**config.mk**
```make
export PLATFORM = sky130hd
export DESIGN_NAME = fpc_top
export DESIGN_NICKNAME = d
export VERILOG_FILES = /design/src/rtl/fpc_pkg.sv /design/src/rtl/fpc_top.sv
export VERILOG_INCLUDE_DIRS = /design/src /design/src/rtl
export SDC_FILE = /design/constraint.sdc
export NUM_CORES = 1
export LEC_CHECK = 0
export BUFFER_PORTS_ARGS = -buffer_cell sky130_fd_sc_hd__buf_2
export CORE_MARGIN = 2
export CORE_UTILIZATION = 62
export DETAILED_ROUTE_END_ITERATION = 8
export PLACE_DENSITY = 0.89
export SLEW_MARGIN = 30
export SYNTH_ARGS = -nofsm -noshare
export SYNTH_HDL_FRONTEND = slang
export SYNTH_SLANG_ARGS = --single-unit
```
**constraint.sdc**
```tcl
create_clock -name hclk -period 20.4 [get_ports hclk]
set_input_delay 2.04 -clock hclk [delete_from_list [all_inputs] [get_ports hclk]]
set_output_delay 2.04 -clock hclk [all_outputs]
set_load 0.01 [all_outputs]
```
**src/rtl/fpc_params.svh**
```systemverilog
// constants for the flyback pulse control block
// included by the package user; holds definitions only
`ifndef FPC_PARAMS_SVH
`define FPC_PARAMS_SVH

`define FPC_CLK_HZ 10000000
`define FPC_CLK_NS 100
`define FPC_FSW_HZ 65000
`define FPC_PERIOD_CYC (`FPC_CLK_HZ / `FPC_FSW_HZ)
`define FPC_SWAP_DEV 6
`define FPC_DUTY_PCT 80
`define FPC_BLANK_NS 300
`define FPC_BLANK_CYC ((`FPC_BLANK_NS + `FPC_CLK_NS - 1) / `FPC_CLK_NS)
`define FPC_OPP_MS 66
`define FPC_OPP_CYC (`FPC_OPP_MS * (`FPC_CLK_HZ / 1000))
`define FPC_RESTART_MS 1
`define FPC_RESTART_CYC (`FPC_RESTART_MS * (`FPC_CLK_HZ / 1000))
`define FPC_AOV_CYCLES 8

`define FPC_OFF_CTRL 4'h0
`define FPC_OFF_STATUS 4'h4
`define FPC_OFF_MASK 4'h8
`define FPC_OFF_LIVE 4'hc

`define FPC_CTRL_RUN 0
`define FPC_CTRL_SWAP 1
`define FPC_CTRL_RST 2'h3

`define FPC_EV_OPP 0
`define FPC_EV_VCC 1
`define FPC_EV_OTP 2
`define FPC_EV_SKIP 3
`define FPC_EV_AOV 4
`define FPC_EV_CDIS 5

`endif

```
**src/rtl/fpc_pkg.sv**
```systemverilog
// types for the flyback pulse control block
// no surroundings assumed
package fpc_pkg;

	// comparator results from the analog front end
	typedef struct packed {
		logic cs_peak;   // cs at fixed peak limit
		logic cs_ctl;    // cs at comp level over 2.5
		logic comp_low;  // comp below comp_disable_threshold
		logic comp_opp;  // comp at over_power_guard level
		logic vcc_ov;    // supply_overvoltage_guard
		logic otp_hot;   // die over temperature, with hysteresis
		logic aux_uv;    // aux_undervoltage_skip comparator
		logic aux_ov;    // aux_overvoltage_guard comparator
	} fpc_cmp_t;

	typedef enum logic [1:0] {
		FPC_RUN = 2'h0,
		FPC_HICCUP = 2'h1
	} fpc_mode_t;

	typedef struct packed {
		fpc_cmp_t s1;
		fpc_cmp_t s2;
		logic [7:0] cnt;
		logic [7:0] prd;
		logic [4:0] swp;
		logic swp_dn;
		logic gate;
		logic skip;
		logic ov_seen;
		logic [3:0] ovc;
		logic [19:0] oppc;
		logic [19:0] rstc;
		fpc_mode_t mode;
		logic [5:0] sts;
		logic [5:0] msk;
		logic [1:0] ctl;
		logic ap_wr;
		logic ap_ok;
		logic [3:0] ap_addr;
	} fpc_st_t;

endpackage

```
**src/rtl/fpc_top.sv**
```systemverilog
// flyback gate pulse generator with fault protection and ahb-lite regs
// comparator inputs come from the analog front end, reset is uvlo
//
// Implementation choices: register access over AHB-Lite and the register offsets.
`timescale 1ns/1ps
`include "fpc_params.svh"
`default_nettype none

module fpc_top #(
	parameter int unsigned OPP_CYC = `FPC_OPP_CYC,
	parameter int unsigned RESTART_CYC = `FPC_RESTART_CYC
) (
	input wire logic hclk, // 10 mhz clock
	input wire logic hresetn, // async reset, low
	input wire logic hsel, // slave select
	input wire logic [31:0] haddr, // byte address
	input wire logic [1:0] htrans, // transfer type
	input wire logic hwrite, // write when high
	input wire logic [2:0] hsize, // word only
	input wire logic [31:0] hwdata, // write data
	input wire logic hready, // bus ready
	output logic hreadyout, // always ready
	output logic hresp, // always okay
	output logic [31:0] hrdata, // read data
	input wire fpc_pkg::fpc_cmp_t cmp_i, // comparator results
	output logic gate_o, // mosfet gate drive
	output logic irq_o // interrupt, level
);
	import fpc_pkg::*;

	localparam logic [7:0] BLANK = 8'(`FPC_BLANK_CYC);
	localparam logic [7:0] PRD_LO = 8'(`FPC_PERIOD_CYC - `FPC_SWAP_DEV);
	localparam logic [4:0] SWP_MAX = 5'(2 * `FPC_SWAP_DEV);
	localparam logic [3:0] AOV_LAST = 4'(`FPC_AOV_CYCLES - 1);
	localparam logic [19:0] OPP_LAST = 20'(OPP_CYC - 1);
	localparam logic [19:0] RST_LAST = 20'(RESTART_CYC - 1);

	fpc_st_t r;
	fpc_st_t n;
	fpc_cmp_t c;
	logic [15:0] dmax16;
	logic [7:0] dmax;
	logic [7:0] cnt1;
	logic last;
	logic kill;
	logic term;
	logic uv_now;
	logic ov_now;
	logic ov_cyc;
	logic trip_opp;
	logic trip_aov;
	logic trip_vcc;
	logic [4:0] swp_n;
	logic [5:0] ev;
	logic [5:0] clr;

	always_comb begin
		n = r;
		c = r.s2;
		clr = 6'h0;
		ev = 6'h0;
		n.s1 = cmp_i;
		n.s2 = r.s1;
		dmax16 = 16'(r.prd) * 16'(`FPC_DUTY_PCT) / 16'(100);
		dmax = dmax16[7:0];
		cnt1 = r.cnt + 8'h1;
		last = (cnt1 == r.prd);
		kill = c.comp_low | c.vcc_ov | c.otp_hot | (r.mode != FPC_RUN)
			| !r.ctl[`FPC_CTRL_RUN];
		term = (r.cnt >= BLANK) & (c.cs_peak | c.cs_ctl);
		uv_now = !r.gate & c.aux_uv & (r.mode == FPC_RUN);
		ov_now = !r.gate & c.aux_ov & (r.mode == FPC_RUN);
		ov_cyc = r.ov_seen | ov_now;
		trip_opp = 1'b0;
		trip_aov = 1'b0;
		trip_vcc = c.vcc_ov & (r.mode == FPC_RUN);
		// frequency swap: triangle walk of the period
		swp_n = r.swp;
		if (!r.ctl[`FPC_CTRL_SWAP]) begin
			swp_n = 5'(`FPC_SWAP_DEV);
		end else if (r.swp_dn) begin
			swp_n = r.swp - 5'h1;
		end else begin
			swp_n = r.swp + 5'h1;
		end
		if (r.mode == FPC_RUN) begin
			if (c.comp_opp) begin
				n.oppc = r.oppc + 20'h1;
				trip_opp = (r.oppc == OPP_LAST);
			end else begin
				n.oppc = 20'h0;
			end
			if (last) begin
				n.cnt = 8'h0;
				n.gate = !kill & !(r.skip | uv_now);
				n.skip = 1'b0;
				ev[`FPC_EV_SKIP] = r.skip | uv_now;
				n.ov_seen = 1'b0;
				n.ovc = ov_cyc ? r.ovc + 4'h1 : 4'h0;
				trip_aov = ov_cyc & (r.ovc == AOV_LAST);
				n.swp = swp_n;
				n.prd = PRD_LO + 8'(swp_n);
				if (swp_n == 5'h0) begin
					n.swp_dn = 1'b0;
				end else if (swp_n == SWP_MAX) begin
					n.swp_dn = 1'b1;
				end
			end else begin
				n.cnt = cnt1;
				n.gate = r.gate & !kill & !term & (cnt1 < dmax);
				n.skip = r.skip | uv_now;
				n.ov_seen = ov_cyc;
			end
			if (trip_opp | trip_aov | trip_vcc) begin
				n.mode = FPC_HICCUP;
				n.gate = 1'b0;
				n.cnt = 8'h0;
				n.rstc = 20'h0;
				n.oppc = 20'h0;
				n.ovc = 4'h0;
				n.skip = 1'b0;
				n.ov_seen = 1'b0;
			end
		end else begin
			n.gate = 1'b0;
			n.rstc = r.rstc + 20'h1;
			if (r.rstc == RST_LAST) begin
				n.mode = FPC_RUN;
				n.cnt = 8'h0;
			end
		end
		ev[`FPC_EV_OPP] = trip_opp;
		ev[`FPC_EV_VCC] = trip_vcc;
		ev[`FPC_EV_OTP] = c.otp_hot;
		ev[`FPC_EV_AOV] = trip_aov;
		ev[`FPC_EV_CDIS] = c.comp_low;
		// bus data phase: write lands at the end of it
		if (r.ap_wr && r.ap_ok) begin
			if (r.ap_addr == `FPC_OFF_CTRL) begin
				n.ctl = hwdata[1:0];
			end else if (r.ap_addr == `FPC_OFF_STATUS) begin
				clr = hwdata[5:0];
			end else if (r.ap_addr == `FPC_OFF_MASK) begin
				n.msk = hwdata[5:0];
			end
		end
		// new event beats a clear in the same cycle
		n.sts = (r.sts & ~clr) | ev;
		// bus address phase
		if (hsel && htrans[1] && hready) begin
			n.ap_wr = hwrite;
			n.ap_ok = (haddr[31:4] == 28'h0) && (haddr[1:0] == 2'h0);
			n.ap_addr = haddr[3:0];
		end else begin
			n.ap_wr = 1'b0;
			n.ap_ok = 1'b0;
			n.ap_addr = 4'h0;
		end
	end

	always_ff @(posedge hclk or negedge hresetn) begin
		if (!hresetn) begin
			r <= '0;
			r.ctl <= `FPC_CTRL_RST;
			r.prd <= 8'(`FPC_PERIOD_CYC);
			r.swp <= 5'(`FPC_SWAP_DEV);
		end else begin
			r <= n;
		end
	end

	always_comb begin
		hrdata = 32'h0;
		if (!r.ap_ok || r.ap_wr) begin
			hrdata = 32'h0;
		end else if (r.ap_addr == `FPC_OFF_CTRL) begin
			hrdata = {30'h0, r.ctl};
		end else if (r.ap_addr == `FPC_OFF_STATUS) begin
			hrdata = {26'h0, r.sts};
		end else if (r.ap_addr == `FPC_OFF_MASK) begin
			hrdata = {26'h0, r.msk};
		end else if (r.ap_addr == `FPC_OFF_LIVE) begin
			hrdata = {16'h0, r.mode, r.gate, r.skip, r.ovc, r.s2};
		end
	end

	assign hreadyout = 1'b1;
	assign hresp = 1'b0;
	assign gate_o = r.gate;
	assign irq_o = |(r.sts & r.msk);
endmodule

`default_nettype wire

```
# == After elaboration in Yosys (flattened, before gate mapping) ==
# Index checks and enable logic that the tools add are counted.
# classes
n_reduce_logical,27
eq_ne,9
div,1
mux,33
bitwise_logic,26
mul,1
magnitude_cmp,2
n_addsub,7
# op_table
cell,n
16-bit two-way mux,5
49-bit two-way mux,1
"20-bit by 1-bit adder with 20-bit output, second input constant",2
8-bit two-way mux,4
28-bit zero test,1
6-bit two-way mux,4
22-bit two-way mux,1
"20-bit by 14-bit == test with 1-bit output, second input constant",1
"20-bit == test, second input constant",1
20-bit two-way mux,1
"15-bit by 7-bit divider with 16-bit output, second input constant",1
6-bit AND,2
1-bit AND,11
"8-bit by 3-bit multiplier with 11-bit output, second input constant",1
1-bit two-way mux,11
5-bit two-way mux,2
1-bit OR,9
"8-bit by 1-bit adder with 8-bit output, second input constant",1
"8-bit by 5-bit adder with 8-bit output, first input constant",1
"4-bit by 3-bit == test with 1-bit output, second input constant",2
"4-bit == test, second input constant",2
8-bit == test,1
"8-bit by 2-bit greater-or-equal comparator with 1-bit output, second input constant",1
8-bit less-than comparator,1
22 further kinds,39
# totals
inputBits,82
ff_bits,107
output_inout_bits,36
elab_cells,139

# == Longest topological paths before layout ==
# depth
ltp_word,11
mapped_depth,37
ltp_nobuf,35

# == Worst setup path after synthesis ==
# OpenSTA, ideal clock, no wires.
# synth_path
path_type,reg-to-reg
start,reg r[75] (netlist bit)
end,"reg r, in the netlist gate_o"
setup_ps,130
synth_period_minus_slack_ps,6627
setup_slack_ps,13773
t_required_ps,20270
path_buffers,1
arrival_ps,6498
stages_incl_launch_ff,32
path_cell_list,dfstp_2 > ha_1 > ha_1 > inv_1 > fa_1 > nand2b_1 > a21o_1 > xnor2_4 > a21o_1 > and2_1 > a32oi_1 > mux2i_2 > o221ai_1 > nand2_1 > o2111a_1 > nor2_2 > xnor2_2 > inv_2 > ha_1 > nor2_1 > o211ai_1 > o211ai_1 > and2_1 > buf_2 > a21oi_1 > ha_1 > nor4_1 > a2111oi_4 > o221ai_1 > a21oi_1 > o31ai_1 > a21oi_1
# synth_lines
item,line,text
from (decl),fpc_top.sv:38,fpc_st_t r;
from (signal assigned),fpc_top.sv:168,r <= n;

==> metrics.cfg <==
[power_and_ir_drop]
power.share.combinational_pct = 16.3
power.sequential.fraction_pct = 50.0
ir_worst_vdd_mv = 0.0750
power.switching_w = 0.000134
intPower_w = 0.000342
power.leakage_nw = 3.55
power_density_nw_per_um2 = 60.8
clock_power_share_pct = 33.7
swShare_pct = 28.1

[worst_setup_path]
cp_data_required_time_ns = 20.62
max_stage_delay_ns = 0.73
setup.worst_path.start = r[76]$_DFFE_PN0P_
cp_data_arrival_time_ns = 8.24
cp-start-kind = register
crit_fanout = 14
setup.worst_path.end_class = register
critPathTopFamily = compound AO/OA/AOI/OAI gates
reg2reg_setup_slack_ns = 12.38
worst_path_max_delay_cell = sky130_fd_sc_hd__fa_1
worstPathBufferInverterCount = 2
critical_path_class = register to register
crit-reg2reg-launch = r[76]$_DFFE_PN0P_

[sta]
rsz0062_at_grt = no
timing_worst_slew_pin_value_ns = 0.906
holdWs_ns = 0.348
maximum_clock_frequency_mhz = 125
finalHoldViolCount = 0
count_of_pins_over_their_slew_limit = 0
maxSlewHeadroom_pct = 39.5
finalClockSkew_ns = 0.0109
setup_tns_after_final_layout_ns = 0
report.final.setup_viol = 0
finalWorstPathRequiredPeriod_ns = 8.02
fin_crit_sh_pct = 39.3

[yosys]
synth_seq_area_share_pct = 36.4
distinct_cell_type_count_after_synthesis = 85
synth_area_um2 = 7180
postSynthCellCount = 819
synthArstFlopShare_pct = 100
synth_edf_count = 0
synth-warning-count = 0
synth_seq_cells = 104
synthFlopType = sky130_fd_sc_hd__dfrtp_1
post_synth.cell_area_avg_um2 = 8.76

[floorplan]
top_level_ports = 118
die-area_um2 = 12500
placementRows = 39
dieHeight_um = 112
floorplan.initialDensity_pct = 63.1
fp.dieW_um = 112
floorplan.core_area_um2 = 11400

[clock_network]
worst_setup_hold_path_clk_slew_ns = 0.06
cts_htree_levels = 3
holdBufCountCts = 0
tritoncts_clock_tree = yes
clk_latency_ns = 0.35
ctsLongestPathBuffers = 2
number_of_clock_sinks = 104
post_cts_setup_repair_bufs = 0
cts_resized = 0
clk_root_buffer_cell = sky130_fd_sc_hd__clkbuf_16
cts_buffers = 9

[routing]
detailroute.via_count = 6466
detail_route.vias_per_cell = 6.32
routedWlPerCell_um = 15.9
wl_mm = 16.3
firstDrtPassIters = 6
drt_first_iter_violations = 688
drc = 0
ant_nets = 0

[run]
max_cap_violations = 0

[finish]
multi_input_area_um2 = 4290
area.sequential_um2 = 2610
final_layout_size_suffix_gt1_share_pct = 16.0
antenna_cells_inserted = 0
area_delta_synth_final_pct = 9.20
fin_nets = 986
final.fill_count = 827

[worst_hold_path]
hp-class = register to register
hold_path_startpoint = n[95]$_DFF_PN0_

[global_routing]
globalRoute.totalOverflow = 0
wire_length_of_the_first_global_routing_pass_mm = 27.2
initial_antenna_violation_count = 0
maximum_number_of_pins_on_one_net_before_global_route_repair = 76
grt.total_usage_pct = 26.1
first_global_vias = 5750

[placed_design]
gp_congestion = 0.924
port_buffers = 68
hpwlAfterDp_mm = 12.0

[run_status]
result_of_the_run = completed

[worst reg2reg max path: cells and delay by family, from the launching register on]
family,cells,cell delay [ns]
flip-flops,1,0.60
AO/OA/AOI/OAI,12,3.00
adder cells (fa/ha/maj),5,1.78
XOR/XNOR,1,0.24
buffers and inverters,2,0.17
AND/OR/NAND/NOR,13,2.13
[synth_stat cells (all sizes together), types with 8 or more instances]
| master | count | share of area [%] |
|---|---|---|
| a21o | 9 | 0.94 |
| a21oi | 26 | 2.3 |
| a22oi | 9 | 0.94 |
| and2 | 27 | 2.4 |
| and3 | 25 | 2.2 |
| buf | 25 | 2.5 |
| clkbuf | 18 | 0.94 |
| dfrtp | 97 | 34 |
| ha | 27 | 4.7 |
| inv | 25 | 1.3 |
| mux2 | 13 | 2.0 |
| nand2 | 101 | 5.3 |
| nand3 | 36 | 2.5 |
| nand4 | 14 | 1.2 |
| nor2 | 69 | 3.7 |
| nor3 | 20 | 1.5 |
| nor4 | 16 | 1.5 |
| o211ai | 9 | 0.94 |
| o21ai | 84 | 5.9 |
| or3 | 8 | 0.70 |
| xnor2 | 20 | 2.9 |
| xor2 | 17 | 2.2 |
[state kept, by name, indices dropped and copies added, names as in the netlist]
register	count
r	87
c	8
n	8
gate_o	1
[power by group through the flow]
stage               combinational, W  clock [W]  sequential [W]
CTS                        0.0000778   0.000162        0.000238
finish                     0.0000777   0.000160        0.000238
global route               0.0000896   0.000170        0.000240
detailed placement         0.0000768          0        0.000242
floorplan                  0.0000569          0        0.000237
global placement           0.0000733          0        0.000241
[cell usage in the layout, fill, tap and decap left out, types with 9 or more instances in the layout]
cell type                   count
sky130_fd_sc_hd__nor3_1        18
sky130_fd_sc_hd__o211ai_1       9
sky130_fd_sc_hd__buf_2         67
sky130_fd_sc_hd__and2_1        27
sky130_fd_sc_hd__dfrtp_1       97
sky130_fd_sc_hd__nor4_1        15
sky130_fd_sc_hd__nor2_1        65
sky130_fd_sc_hd__a21o_1         9
sky130_fd_sc_hd__nand3_1       36
sky130_fd_sc_hd__a22oi_1        9
sky130_fd_sc_hd__xor2_1        16
sky130_fd_sc_hd__nand2_1      100
sky130_fd_sc_hd__o21ai_0       82
sky130_fd_sc_hd__conb_1        19
sky130_fd_sc_hd__and3_1        25
sky130_fd_sc_hd__nand4_1       14
sky130_fd_sc_hd__inv_1         23
sky130_fd_sc_hd__mux2_2        13
sky130_fd_sc_hd__ha_1          27
sky130_fd_sc_hd__a21oi_1       21
sky130_fd_sc_hd__xnor2_1       17
sky130_fd_sc_hd__clkbuf_16      9
[kinds of logic after synthesis]
kind of cell | share of synthesized area (%)
AO/OA/AOI/OAI | 19.7
XOR/XNOR | 5.40
adder cells (fa/ha/maj) | 5.26
buffers and inverters | 4.72
flip-flops | 36.4
multiplexers | 3.56
other | 0.105
AND/OR/NAND/NOR | 24.8
[routing by layer]
| layer | share of wire (%) | routed length, µm | up-vias | GRT usage [%] |
|---|---|---|---|---|
| met5 | 0 | 0 | - | 0 |
| met4 | 1.4 | 229 | 0 | 6.34 |
| met3 | 6.5 | 1060 | 28 | 4.35 |
| met2 | 49 | 8030 | 264 | 43.6 |
| met1 | 43 | 6960 | 3107 | 36.0 |
| li1 | - | - | 3067 | - |
[worst paths after layout]
kind / cells past startpoint / endpoint
min in group asynchronous: 1 / r[46]$_DFFE_PN0P_
hold reg to reg: 0 / c[4]$_DFF_PN0_
hold / removal: 0 / c[4]$_DFF_PN0_
setup / recovery: 33 / gate_o$_DFF_PN0_
max in group asynchronous: 3 / r[79]$_DFFE_PN1P_
setup reg to reg: 33 / gate_o$_DFF_PN0_
[cell type report]
cell class,count,area share (%)
Timing Repair Buffer,71,4.92
Multi-Input combinational cell,664,54.7
Sequential cell,104,33.3
Clock inverter,3,0.223
Inverter,25,1.20
Tap cell,143,2.28
Clock buffer,13,3.32
[per-stage QoR]
| stage | cell area, µm² | util [%] | total power, W | setup slack (ns) | instances |
|---|---|---|---|---|---|
| after floorplan | 7240 | - | 0.000294 | 13.77 | 836 |
| after global placement | 7530 | 66.3 | 0.000314 | 12.63 | 1006 |
| after detailed placement | 7530 | 66.3 | 0.000318 | 12.61 | 1006 |
| after CTS | 7810 | 68.7 | 0.000477 | 12.56 | 1022 |
| after global routing | 7840 | 68.9 | 0.000499 | 11.67 | 1023 |
| final | 7840 | 68.9 | 0.000476 | 12.38 | 1023 |
Note: power is estimated with default switching activity, not from simulation.
